===== src/clksel_cfg_defines.vh =====
// Purpose: constants of the input clock select configuration block
// Assumes: included by bare name from the design files
// Notes:   register offsets, reset values, field positions and codes
`ifndef CLKSEL_CFG_DEFINES_VH
`define CLKSEL_CFG_DEFINES_VH

// ****************************************************************
// register offsets
// ****************************************************************
`define OFS_BW_RATE      8'h02
`define OFS_SEL_HOLD     8'h03
`define OFS_METHOD_HIST  8'h04

// ****************************************************************
// reset values
// ****************************************************************
`define RST_BW_RATE      8'h42
`define RST_SEL_HOLD     8'h05
`define RST_METHOD_HIST  8'h12
`define READ_UNMAPPED    8'h00

// ****************************************************************
// field positions
// ****************************************************************
`define BW_MSB           7
`define BW_LSB           4
`define RATE_MSB         3
`define RATE_LSB         0
`define SEL_MSB          7
`define SEL_LSB          6
`define HOLD_BIT         5
`define SQ_BIT           4
`define RSV3_MSB         3
`define RSV3_LSB         0
`define METH_MSB         7
`define METH_LSB         6
`define RSV4_BIT         5
`define HIST_MSB         4
`define HIST_LSB         0

// ****************************************************************
// field codes
// ****************************************************************
`define RATE_37_41       4'h5
`define RATE_109_125     4'h6
`define SEL_ONE          2'h0
`define SEL_TWO          2'h1
`define METH_MANUAL      2'h0
`define METH_AUTO_NREV   2'h1
`define METH_AUTO_REV    2'h2

// ****************************************************************
// serial port
// ****************************************************************
`define BIT_LAST         3'h7
`define RW_READ          1'b1

`endif


===== src/cfg_serial_port.v =====
// Purpose: two-wire serial slave giving byte access to the register file
// Assumes: scl and sda are asynchronous pins; bus clock well below clk_i/8
// Notes:   first byte device address, second register pointer, then data
`timescale 1ns/1ps
`default_nettype none
`include "clksel_cfg_defines.vh"

module cfg_serial_port #(
    parameter [6:0] DEV_ADDR = 7'h50              // arbitrary default
) (
    input  wire       clk_i,                      // 20 MHz clock
    input  wire       nrst_i,                     // async reset, active low
    input  wire       scl_i,                      // serial clock pin
    input  wire       sda_i,                      // serial data pin in
    output reg        sda_o,                      // serial data out level
    output reg        sda_oe_o,                   // high while driving sda
    output reg        wr_o,                       // one-cycle write strobe
    output reg  [7:0] wdata_o,                    // write data
    output reg  [7:0] ptr_o,                      // register pointer
    input  wire [7:0] rdata_i                     // read data at ptr_o
);
    localparam [4:0] ST_IDLE = 5'h01;
    localparam [4:0] ST_RX   = 5'h02;
    localparam [4:0] ST_ACK  = 5'h04;
    localparam [4:0] ST_TX   = 5'h08;
    localparam [4:0] ST_MACK = 5'h10;
    localparam [1:0] PH_DEV  = 2'h0;
    localparam [1:0] PH_REG  = 2'h1;
    localparam [1:0] PH_DAT  = 2'h2;

    reg        scl_s1, scl_s2, scl_q;
    reg        sda_s1, sda_s2, sda_q;
    reg  [4:0] state;
    reg  [1:0] phase;
    reg  [2:0] bit_cnt;
    reg  [7:0] shift;
    reg        rw;
    reg        ack_on;
    wire [7:0] rx_byte = {shift[6:0], sda_s2};
    wire       scl_rise = scl_s2 & ~scl_q;
    wire       scl_fall = ~scl_s2 & scl_q;
    wire       start_c  = scl_s2 & scl_q & sda_q & ~sda_s2;
    wire       stop_c   = scl_s2 & scl_q & ~sda_q & sda_s2;

    // ****************************************************************
    // pin synchronisers
    // ****************************************************************
    always @(posedge clk_i or negedge nrst_i) begin
        if (!nrst_i) begin
            scl_s1 <= 1'b1;
            scl_s2 <= 1'b1;
            scl_q  <= 1'b1;
            sda_s1 <= 1'b1;
            sda_s2 <= 1'b1;
            sda_q  <= 1'b1;
        end else begin
            scl_s1 <= scl_i;
            scl_s2 <= scl_s1;
            scl_q  <= scl_s2;
            sda_s1 <= sda_i;
            sda_s2 <= sda_s1;
            sda_q  <= sda_s2;
        end
    end

    // ****************************************************************
    // byte engine
    // ****************************************************************
    always @(posedge clk_i or negedge nrst_i) begin
        if (!nrst_i) begin
            state    <= ST_IDLE;
            phase    <= PH_DEV;
            bit_cnt  <= 3'h0;
            shift    <= 8'h00;
            rw       <= 1'b0;
            ack_on   <= 1'b0;
            sda_o    <= 1'b0;
            sda_oe_o <= 1'b0;
            wr_o     <= 1'b0;
            wdata_o  <= 8'h00;
            ptr_o    <= 8'h00;
        end else begin
            wr_o  <= 1'b0;
            sda_o <= 1'b0;                        // open drain: only pulls low
            if (start_c) begin
                state    <= ST_RX;
                phase    <= PH_DEV;
                bit_cnt  <= 3'h0;
                sda_oe_o <= 1'b0;
            end else if (stop_c) begin
                state    <= ST_IDLE;
                sda_oe_o <= 1'b0;
            end else begin
                case (state)
                    ST_RX: if (scl_rise) begin
                        shift   <= rx_byte;
                        bit_cnt <= bit_cnt + 3'h1;
                        if (bit_cnt == `BIT_LAST) begin
                            ack_on <= 1'b0;
                            state  <= ST_ACK;
                            case (phase)
                                PH_DEV: begin
                                    rw    <= rx_byte[0];
                                    phase <= PH_REG;
                                    if (rx_byte[7:1] != DEV_ADDR)
                                        state <= ST_IDLE;
                                end
                                PH_REG: begin
                                    ptr_o <= rx_byte;
                                    phase <= PH_DAT;
                                end
                                default: begin
                                    wr_o    <= 1'b1;
                                    wdata_o <= rx_byte;
                                end
                            endcase
                        end
                    end
                    ST_ACK: if (scl_fall) begin
                        if (!ack_on) begin
                            ack_on   <= 1'b1;
                            sda_oe_o <= 1'b1;
                        end else if (rw == `RW_READ) begin
                            shift    <= rdata_i;
                            sda_oe_o <= ~rdata_i[7];
                            ptr_o    <= ptr_o + 8'h01;
                            bit_cnt  <= 3'h0;
                            state    <= ST_TX;
                        end else begin
                            sda_oe_o <= 1'b0;
                            bit_cnt  <= 3'h0;
                            state    <= ST_RX;
                        end
                    end
                    ST_TX: if (scl_fall) begin
                        bit_cnt <= bit_cnt + 3'h1;
                        if (bit_cnt == `BIT_LAST) begin
                            sda_oe_o <= 1'b0;
                            state    <= ST_MACK;
                        end else begin
                            shift    <= {shift[6:0], 1'b0};
                            sda_oe_o <= ~shift[6];
                        end
                    end
                    ST_MACK: if (scl_rise) begin
                        ack_on <= 1'b1;
                        state  <= sda_s2 ? ST_IDLE : ST_ACK;
                    end
                    ST_IDLE: begin
                        sda_oe_o <= 1'b0;
                    end
                    default: state <= ST_IDLE;
                endcase
                // pointer steps after each data byte written
                if (wr_o)
                    ptr_o <= ptr_o + 8'h01;
            end
        end
    end
endmodule
`default_nettype wire


===== src/clksel_cfg.v =====
// Purpose: configuration registers for loop bandwidth, reference rate,
//          input clock selection, digital hold and calibration squelch
// Assumes: reached over the two-wire serial configuration port; the
//          calibration, auto-selection and output machinery is outside
// Notes:   every output comes from a flip-flop
// Functional notes
// bandwidth field takes effect only at calibration
// low nibble: reference range code 0101
// host writes 0110 for high range only
// manual register select: 00 one, 01 two
// pin select enabled: pin chooses, field ignored
// force hold overrides every selection
// squelch bit disables outputs during calibration
// method field: manual, non-revertive, revertive, reserved
// five-bit history delay field feeds hold history
// reset values 42, 05, 12 hex
// force-on keeps outputs despite squelch setting
// reserved bits read reset value, ignore writes
`timescale 1ns/1ps
`default_nettype none
`include "clksel_cfg_defines.vh"

module clksel_cfg #(
    parameter [6:0] DEV_ADDR = 7'h50              // arbitrary default
) (
    input  wire       clk_i,                      // 20 MHz reference-derived clock
    input  wire       nrst_i,                     // async reset, active low
    input  wire       scl_i,                      // serial clock pin
    input  wire       sda_i,                      // serial data pin in
    output wire       sda_o,                      // serial data out level
    output wire       sda_oe_o,                   // high while driving sda
    input  wire       select_input_pin_i,         // external select pin
    input  wire       pin_select_enable_i,        // pin select control
    input  wire       output_force_on_i,          // keep outputs on always
    input  wire       cal_start_i,                // calibration trigger pulse
    input  wire       cal_busy_i,                 // calibration running
    input  wire       auto_choice_i,              // auto selector's pick
    output reg  [3:0] loop_bw_o,                  // effective bandwidth
    output reg  [3:0] ref_rate_o,                 // reference rate code
    output reg        ref_rate_bad_o,             // reserved rate code held
    output reg  [1:0] selection_method_o,         // selection method field
    output reg  [4:0] history_delay_o,            // history delay field
    output reg        active_input_o,             // 0 input one, 1 input two
    output reg        digital_hold_o,             // forced digital hold
    output reg        outputs_enable_o            // output clocks enabled
);
    reg        pin_s1, pin_s2;
    reg  [3:0] loop_bw_select;
    reg  [1:0] input_select_field;
    reg        force_hold;
    reg        squelch_during_cal;
    wire       wr;
    wire [7:0] wdata;
    wire [7:0] ptr;
    reg  [7:0] rdata;

    // reset words, kept whole so fields are cut by part-select, not by shifts
    localparam [7:0] RST_BW_WORD   = `RST_BW_RATE;
    localparam [7:0] RST_SEL_WORD  = `RST_SEL_HOLD;
    localparam [7:0] RST_METH_WORD = `RST_METHOD_HIST;

    // true when the pointer addresses a mapped register
    function is_mapped;
        input [7:0] a;
        begin
            is_mapped = (a == `OFS_BW_RATE) || (a == `OFS_SEL_HOLD) ||
                        (a == `OFS_METHOD_HIST);
        end
    endfunction

    // ****************************************************************
    // serial configuration port
    // ****************************************************************
    cfg_serial_port #(
        .DEV_ADDR (DEV_ADDR)
    ) u_port (
        .clk_i    (clk_i),
        .nrst_i   (nrst_i),
        .scl_i    (scl_i),
        .sda_i    (sda_i),
        .sda_o    (sda_o),
        .sda_oe_o (sda_oe_o),
        .wr_o     (wr),
        .wdata_o  (wdata),
        .ptr_o    (ptr),
        .rdata_i  (rdata)
    );

    // ****************************************************************
    // register writes
    // ****************************************************************
    always @(posedge clk_i or negedge nrst_i) begin
        if (!nrst_i) begin
            loop_bw_select     <= RST_BW_WORD[`BW_MSB:`BW_LSB];
            ref_rate_o         <= RST_BW_WORD[`RATE_MSB:`RATE_LSB];
            input_select_field <= RST_SEL_WORD[`SEL_MSB:`SEL_LSB];
            force_hold         <= RST_SEL_WORD[`HOLD_BIT];
            squelch_during_cal <= RST_SEL_WORD[`SQ_BIT];
            selection_method_o <= RST_METH_WORD[`METH_MSB:`METH_LSB];
            history_delay_o    <= RST_METH_WORD[`HIST_MSB:`HIST_LSB];
        end else if (wr && is_mapped(ptr)) begin
            case (ptr)
                `OFS_BW_RATE: begin
                    loop_bw_select <= wdata[`BW_MSB:`BW_LSB];
                    ref_rate_o     <= wdata[`RATE_MSB:`RATE_LSB];
                end
                `OFS_SEL_HOLD: begin
                    input_select_field <= wdata[`SEL_MSB:`SEL_LSB];
                    force_hold         <= wdata[`HOLD_BIT];
                    squelch_during_cal <= wdata[`SQ_BIT];
                end
                default: begin
                    selection_method_o <= wdata[`METH_MSB:`METH_LSB];
                    history_delay_o    <= wdata[`HIST_MSB:`HIST_LSB];
                end
            endcase
        end
    end

    // ****************************************************************
    // read mux; reserved bits return their reset values
    // ****************************************************************
    always @* begin
        rdata = `READ_UNMAPPED;
        case (ptr)
            `OFS_BW_RATE:     rdata = {loop_bw_select, ref_rate_o};
            `OFS_SEL_HOLD:    rdata = {input_select_field, force_hold, squelch_during_cal,
                                       RST_SEL_WORD[`RSV3_MSB:`RSV3_LSB]};
            `OFS_METHOD_HIST: rdata = {selection_method_o, RST_METH_WORD[`RSV4_BIT],
                                       history_delay_o};
            default:          rdata = `READ_UNMAPPED;
        endcase
    end

    // ****************************************************************
    // select pin synchroniser
    // ****************************************************************
    always @(posedge clk_i or negedge nrst_i) begin
        if (!nrst_i) begin
            pin_s1 <= 1'b0;
            pin_s2 <= 1'b0;
        end else begin
            pin_s1 <= select_input_pin_i;
            pin_s2 <= pin_s1;
        end
    end

    // ****************************************************************
    // effective bandwidth, latched only at a calibration trigger
    // ****************************************************************
    always @(posedge clk_i or negedge nrst_i) begin
        if (!nrst_i) begin
            loop_bw_o <= RST_BW_WORD[`BW_MSB:`BW_LSB];
        end else if (cal_start_i) begin
            loop_bw_o <= loop_bw_select;
        end
    end

    // ****************************************************************
    // input selection and hold
    // ****************************************************************
    always @(posedge clk_i or negedge nrst_i) begin
        if (!nrst_i) begin
            active_input_o <= 1'b0;
            digital_hold_o <= 1'b0;
            ref_rate_bad_o <= 1'b0;
        end else begin
            digital_hold_o <= force_hold;
            // host must use only the two documented range codes
            ref_rate_bad_o <= (ref_rate_o != `RATE_37_41) &&
                              (ref_rate_o != `RATE_109_125);
            if (force_hold) begin
                active_input_o <= active_input_o;
            end else begin
                case (selection_method_o)
                    `METH_MANUAL: begin
                        if (pin_select_enable_i)
                            active_input_o <= pin_s2;
                        else if (input_select_field == `SEL_ONE)
                            active_input_o <= 1'b0;
                        else if (input_select_field == `SEL_TWO)
                            active_input_o <= 1'b1;
                    end
                    `METH_AUTO_NREV: active_input_o <= auto_choice_i;
                    `METH_AUTO_REV:  active_input_o <= auto_choice_i;
                    default:         active_input_o <= active_input_o;
                endcase
            end
        end
    end

    // ****************************************************************
    // output squelch during calibration
    // ****************************************************************
    always @(posedge clk_i or negedge nrst_i) begin
        if (!nrst_i) begin
            outputs_enable_o <= 1'b0;
        end else begin
            outputs_enable_o <= output_force_on_i ||
                                !(squelch_during_cal && cal_busy_i);
        end
    end
endmodule
`default_nettype wire


===== config.mk =====
export PLATFORM = sky130hd
export DESIGN_NAME = clksel_cfg
export DESIGN_NICKNAME = d
export VERILOG_FILES = /design/src/cfg_serial_port.v /design/src/clksel_cfg.v
export VERILOG_INCLUDE_DIRS = /design/src
export SDC_FILE = /design/constraint.sdc
export NUM_CORES = 1
export LEC_CHECK = 0
export BUFFER_PORTS_ARGS = -buffer_cell sky130_fd_sc_hd__buf_2
export CAP_MARGIN = 40
export CELL_PAD_IN_SITES_DETAIL_PLACEMENT = 1
export CELL_PAD_IN_SITES_GLOBAL_PLACEMENT = 1
export CORE_ASPECT_RATIO = 1.75
export CORE_UTILIZATION = 42
export CTS_BUF_LIST = sky130_fd_sc_hd__clkbuf_8
export CTS_CLUSTER_DIAMETER = 50
export DETAILED_ROUTE_END_ITERATION = 8
export GPL_TIMING_DRIVEN = 0
export PLACE_DENSITY_LB_ADDON = 0.3
export SLEW_MARGIN = 20
export SYNTH_ARGS = -nofsm -noshare
export SYNTH_HDL_FRONTEND = slang
export SYNTH_SLANG_ARGS = --single-unit
export TNS_END_PERCENT = 5

===== constraint.sdc =====
create_clock -name clk_i -period 3.49 [get_ports clk_i]
set_input_delay 0.349 -clock clk_i [delete_from_list [all_inputs] [get_ports clk_i]]
set_output_delay 0.349 -clock clk_i [all_outputs]
set_load 0.01 [all_outputs]

# == Yosys cells after proc, flatten, opt, wreduce, memory -nomap -nowiden ==
# Cells that the tools add are included.
# Widths: inputs -> output; s select.
# totals
wordCells,196
n_memories,0
in_bits,10
mem_bits_rw,0
romBits,0
out_inout_bits,21
latch_bits,0
ff_bits,72
# classes
n_bitwise,18
div,0
magnitude_cmp,0
multipliers,0
muxes,66
eq_ne,44
n_shift,0
reduce_logical,36
n_addsub,2
# op_table
operator,count
$mux 8,7
$mux 5,10
$mux 7,6
$ne 3x1->1 const B,10
$ne 4x1->1 const B,7
$pmux 5 s5,1
$mux 3,8
$pmux 8 s3,1
$pmux 7 s3,1
$mux 1,20
$reduce_and 6->1,3
$reduce_and 9->1,2
$eq 8x2->1 const B,2
$ne 2x1->1 const B,8
$pmux 8 s2,1
$reduce_bool 3->1,4
$not 1->1,11
$mux 2,5
$pmux 3 s3,1
$add 8x1->8 const B,1
$eq 8x3->1 const B,1
$ne 4x3->1 const B,2
$reduce_and 8->1,1
$reduce_bool 2->1,4
29 further kinds,49

# == Logic depth before layout (Yosys ltp) ==
# logic_depth
depth_word,9
depth_mapped,8
mapped_depth_nobuf,7

# == By module ==
# A second synthesis with hierarchy kept.
# unflattened
hier_cells,335
area_unflattened_um2,3707.3
# modules_own_cells
mod,instances,seq_area_each_um2,cells_each,area_each_um2
cfg_serial_port,1,1084.8,246,2386.0
clksel_cfg,1,732.0,89,1321.3

# == Worst setup path after synthesis ==
# Ideal clock, no wire load.
# synth_timing
kind,register to register
from,register u_port.state[3]
to,register u_port.ptr_o[5]
stages_incl_launch_ff,8
slack_ns,1.354
synth_period_minus_slack_ns,2.136
setup_ns,0.073
path_buffers,2
arrival_ns,2.063
required_time_ns,3.417
path_cell_list,dfrtp_1 -> or4b_1 -> buf_2 -> or4_4 -> a31oi_4 -> buf_6 -> a21oi_2 -> a21oi_2
# synth_via
elab_chain_cells,3
word_cells_on_any_way,12
classes_between,eq/ne: 8; mux: 2; reduce/logical: 2
# synth_lines
item,line,rtl
"start, declared",cfg_serial_port.v:33,reg [4:0] state;
"start signal, assigned",cfg_serial_port.v:147,state <= sda_s2 ? ST_IDLE : ST_ACK;
$eq 5x3->1 / $eq 5x2->1 (equally long branches),cfg_serial_port.v:94,case (state)
"$ne 3x1->1 (no source line), or another cell as far along",--,
$reduce_and 9->1 (no source line) / $mux 8 (equally long branches),--,
"end signal, assigned",cfg_serial_port.v:109,ptr_o <= rx_byte;
"end signal, assigned",cfg_serial_port.v:126,ptr_o <= ptr_o + 8'h01;
"end signal, assigned",cfg_serial_port.v:156,ptr_o <= ptr_o + 8'h01;
"end, declared",cfg_serial_port.v:19,"output reg [7:0] ptr_o,"
# Several ways; a longest one is shown, not always the timed one.
# A chain may end at the register's enable or synchronous reset.

# == Final worst setup path ==
# layout_timing
from,register u_port.state[1]
to,register u_port.ptr_o[5]
# Same word-level chain as after synthesis.

==> results.toml <==
[die]
ios = 31
dieArea_um2 = 9180
rows = 44
die_h_um = 126
initial_core_util_pct = 43.8
core-area_um2 = 8420
die_w_um = 72.9

[yosys]
yosysWarnings = 0
yosysTopAreaCellShare_pct = 40.7
synth_ff_type = "dfrtp_1"
ys_seq_area_share_pct = 49.2
yosysTopAreaCell = "dfrtp_1"
netlist_area_um2 = 3690
syn_inst = 343
synth-edff-count = 0
ys_types = 63
syn_avg_cell_area_um2 = 10.8
syn_nets = 360
synthArstFlopShare_pct = 100
synth_seq_cells = 72
synthTopCellsByArea = "dfrtp_1 (41%), mux2_2 (13%), dfstp_2 (8.5%), a21oi_1 (2.6%), nand2_1 (2.4%)"

[global_route]
grt_pass1_wl_mm = 15.7
grt_pass1_vias = 3145
antenna_found_initial = 0
grt_max_degree = 59
overflow = 0
grt_util_all_layers_pct = 22.8

[timing]
setup_viol = 0
fin_setup_tns_ns = 0
max_slew_margin_pct = 47.4
layout_setup_ws_ns = 0.922
finalCritPeriodShare_pct = 73.6
rsz0062_at_grt = "no"
fmax_mhz = 389
hold_viol_final = 0
clock_skew_ns = 0.0114
tightest_slew_ns = 0.783
timing.final.crit_period_ns = 2.57
drv_slew = 0

[route]
via_per_inst = 5.82
post_drt_wl_per_cell_um = 19.2
vias = 2945
ant_nets = 0
wl_mm = 9.70
drt_iter0_drc = 125
drc_errors = 0
dr.pass1.iters = 4

[worst_setup_path]
cp-start-kind = "register"
rr_worst_depth = 8
cp-end-kind = "register"
crit_fanout = 10
reg2reg_to = "u_port.ptr_o[5]"
r2r_slack_ns = 0.92
arrival_ns = 2.80
r2r-start = "u_port.state[1]"
required_ns = 3.72
crit_type = "register to register"

[placed_design]
pre_cts_ws_ns = 0.944
numPortBuffers = 29
dp_hpwl_mm = 7.34
dp.cells = 489
gp_congestion = 0.956

[run]
drv_cap = 0

[clock_tree]
post_cts_buffers = 0
cts_hold_buf = 1
clock_path_buffers = 2
clkTransAtPathRegs_ns = 0.08
cts_sinks = 72
cts-root-buf = "clkbuf_8"
cts_buffers = 9
htreeDepth = 3
clk_latency_ns = 0.35
cts_resized = 0
cts_tree = "done"

[finish]
synthToLayoutAreaGrowth_pct = 15.1
layout-drive-gt1-share_pct = 29.2
multi_input_area_um2 = 1760
seq_area_um2 = 1820
nFillCells = 949
layout_commonest_cell = "dfrtp_1"
insertedDiodeCount = 0
nets = 403
layout_common_cells = "dfrtp_1 (60), mux2_2 (41), buf_2 (29)"
stdcell_count = 506

[worst_hold_path]
worstHoldStart = "scl_i"
min_to = "u_port.scl_s1"
min_path_cells = 1
min_path_type = "input pin to register"

[power]
sequentialPowerShare_pct = 49.0
p_clk_share_pct = 39.3
power_density_nw_per_um2 = 433
power_leakage_uw = 0.00191
internal_power_uw = 1360
p_switching_uw = 474
p_comb_share_pct = 11.7
swShare_pct = 25.8
peakVddDrop_uv = 326

[outcome]
status = "completed"
-- power groups by stage --
stage | Combinational, µW | Clock [µW] | Sequential [µW]
after floorplan | 141 | 0 | 910
after global placement | 204 | 0 | 916
after detailed placement | 214 | 0 | 918
after CTS | 216 | 743 | 901
after global routing | 244 | 768 | 906
final | 214 | 722 | 901
-- flip-flops by register name, indices dropped and copies added, names as in the netlist, 2 cells and up --
name                cells
u_port.ptr_o            8
u_port.shift            7
loop_bw_select          4
input_select_field      2
u_port.state            5
u_port.wdata_o          8
u_port.bit_cnt          3
u_port.phase            2
history_delay_o         5
ref_rate_o              4
loop_bw_o               4
selection_method_o      2
-- per-stage QoR --
step	total power (µW)	util, %	hold WS (ns)	cell area (µm²)
finish	1840	50.4	0.0926	4250
global route	1920	50.4	0.0744	4250
CTS	1860	50.4	0.0749	4250
detailed placement	1130	47.7	0.230	4020
global placement	1120	47.3	0.338	3980
floorplan	1050	-	0.0534	3690
-- cells in the mapped netlist, drive strengths merged (2+ instances only) --
library cell,n
dfrtp,60
mux2,41
a21oi,24
nand2,24
nor2,22
o21ai,15
nand3,14
clkbuf,12
dfstp,12
nor3,11
inv,9
ha,7
nand2b,7
buf,5
nor2b,5
nor4,5
a22oi,4
a31oi,4
nand4,4
or3,4
a211oi,3
a221o,3
and2,3
nand3b,3
o2bb2ai,3
o31ai,3
xor2,3
a21o,2
and3,2
and4,2
mux2i,2
nand4b,2
-- layer usage --
| layer | up-vias | global-route usage [%] | wire length, µm |
|---|---|---|---|
| li1 | 1350 | - | - |
| met1 | 1489 | 23.6 | 3450 |
| met2 | 75 | 41.9 | 5540 |
| met3 | 31 | 4.08 | 289 |
| met4 | 0 | 12.3 | 419 |
| met5 | - | 0 | 0 |
-- cells by family (layout without fill, tap and decap cells) --
family                   count (synthesis)  after routing  share of synthesized area, %
buffers and inverters                   26             74                          3.08
AND/OR/NAND/NOR                        115            115                          16.7
adder cells (fa/ha/maj)                  7              7                          2.37
AO/OA/AOI/OAI                           76             76                          14.7
flip-flops                              72             72                          49.2
XOR/XNOR                                 3              3                         0.712
other                                    1              1                         0.102
multiplexers                            43             43                          13.1
-- critical path, cell delays in order, from the launching register on --
cell and delay (ns):
dfrtp_1 0.36, buf_4 0.16, or3_1 0.34, clkbuf_1 0.22, o21ai_1 0.67, clkbuf_1 0.37
nand2_1 0.12, a21oi_2 0.16, a21oi_2 0.04
-- cell type report --
| type | instances | share of cell area, % |
|---|---|---|
| inverters | 9 | 0.796 |
| clock inverters | 7 | 2.24 |
| flip-flops and latches | 72 | 42.8 |
| repair buffers | 32 | 4.54 |
| well taps | 115 | 3.39 |
| multi-input cells | 245 | 41.5 |
| plain buffers | 17 | 1.89 |
| clock buffers | 9 | 2.92 |
-- how the worst max path moves through the flow --
| stage | start | end | cells past startpoint |
|---|---|---|---|
| final | u_port.state[1] | u_port.ptr_o[5] | 8 |
| after global routing | u_port.state[1] | u_port.ptr_o[6] | 8 |
| after CTS | u_port.ptr_o[3] | ref_rate_o[2] | 6 |
| after detailed placement | u_port.state[1] | u_port.ptr_o[5] | 8 |
| after global placement | u_port.state[1] | u_port.ptr_o[5] | 8 |
| after floorplan | u_port.state[3] | u_port.ptr_o[5] | 7 |
(Power assumes the default switching activity.)
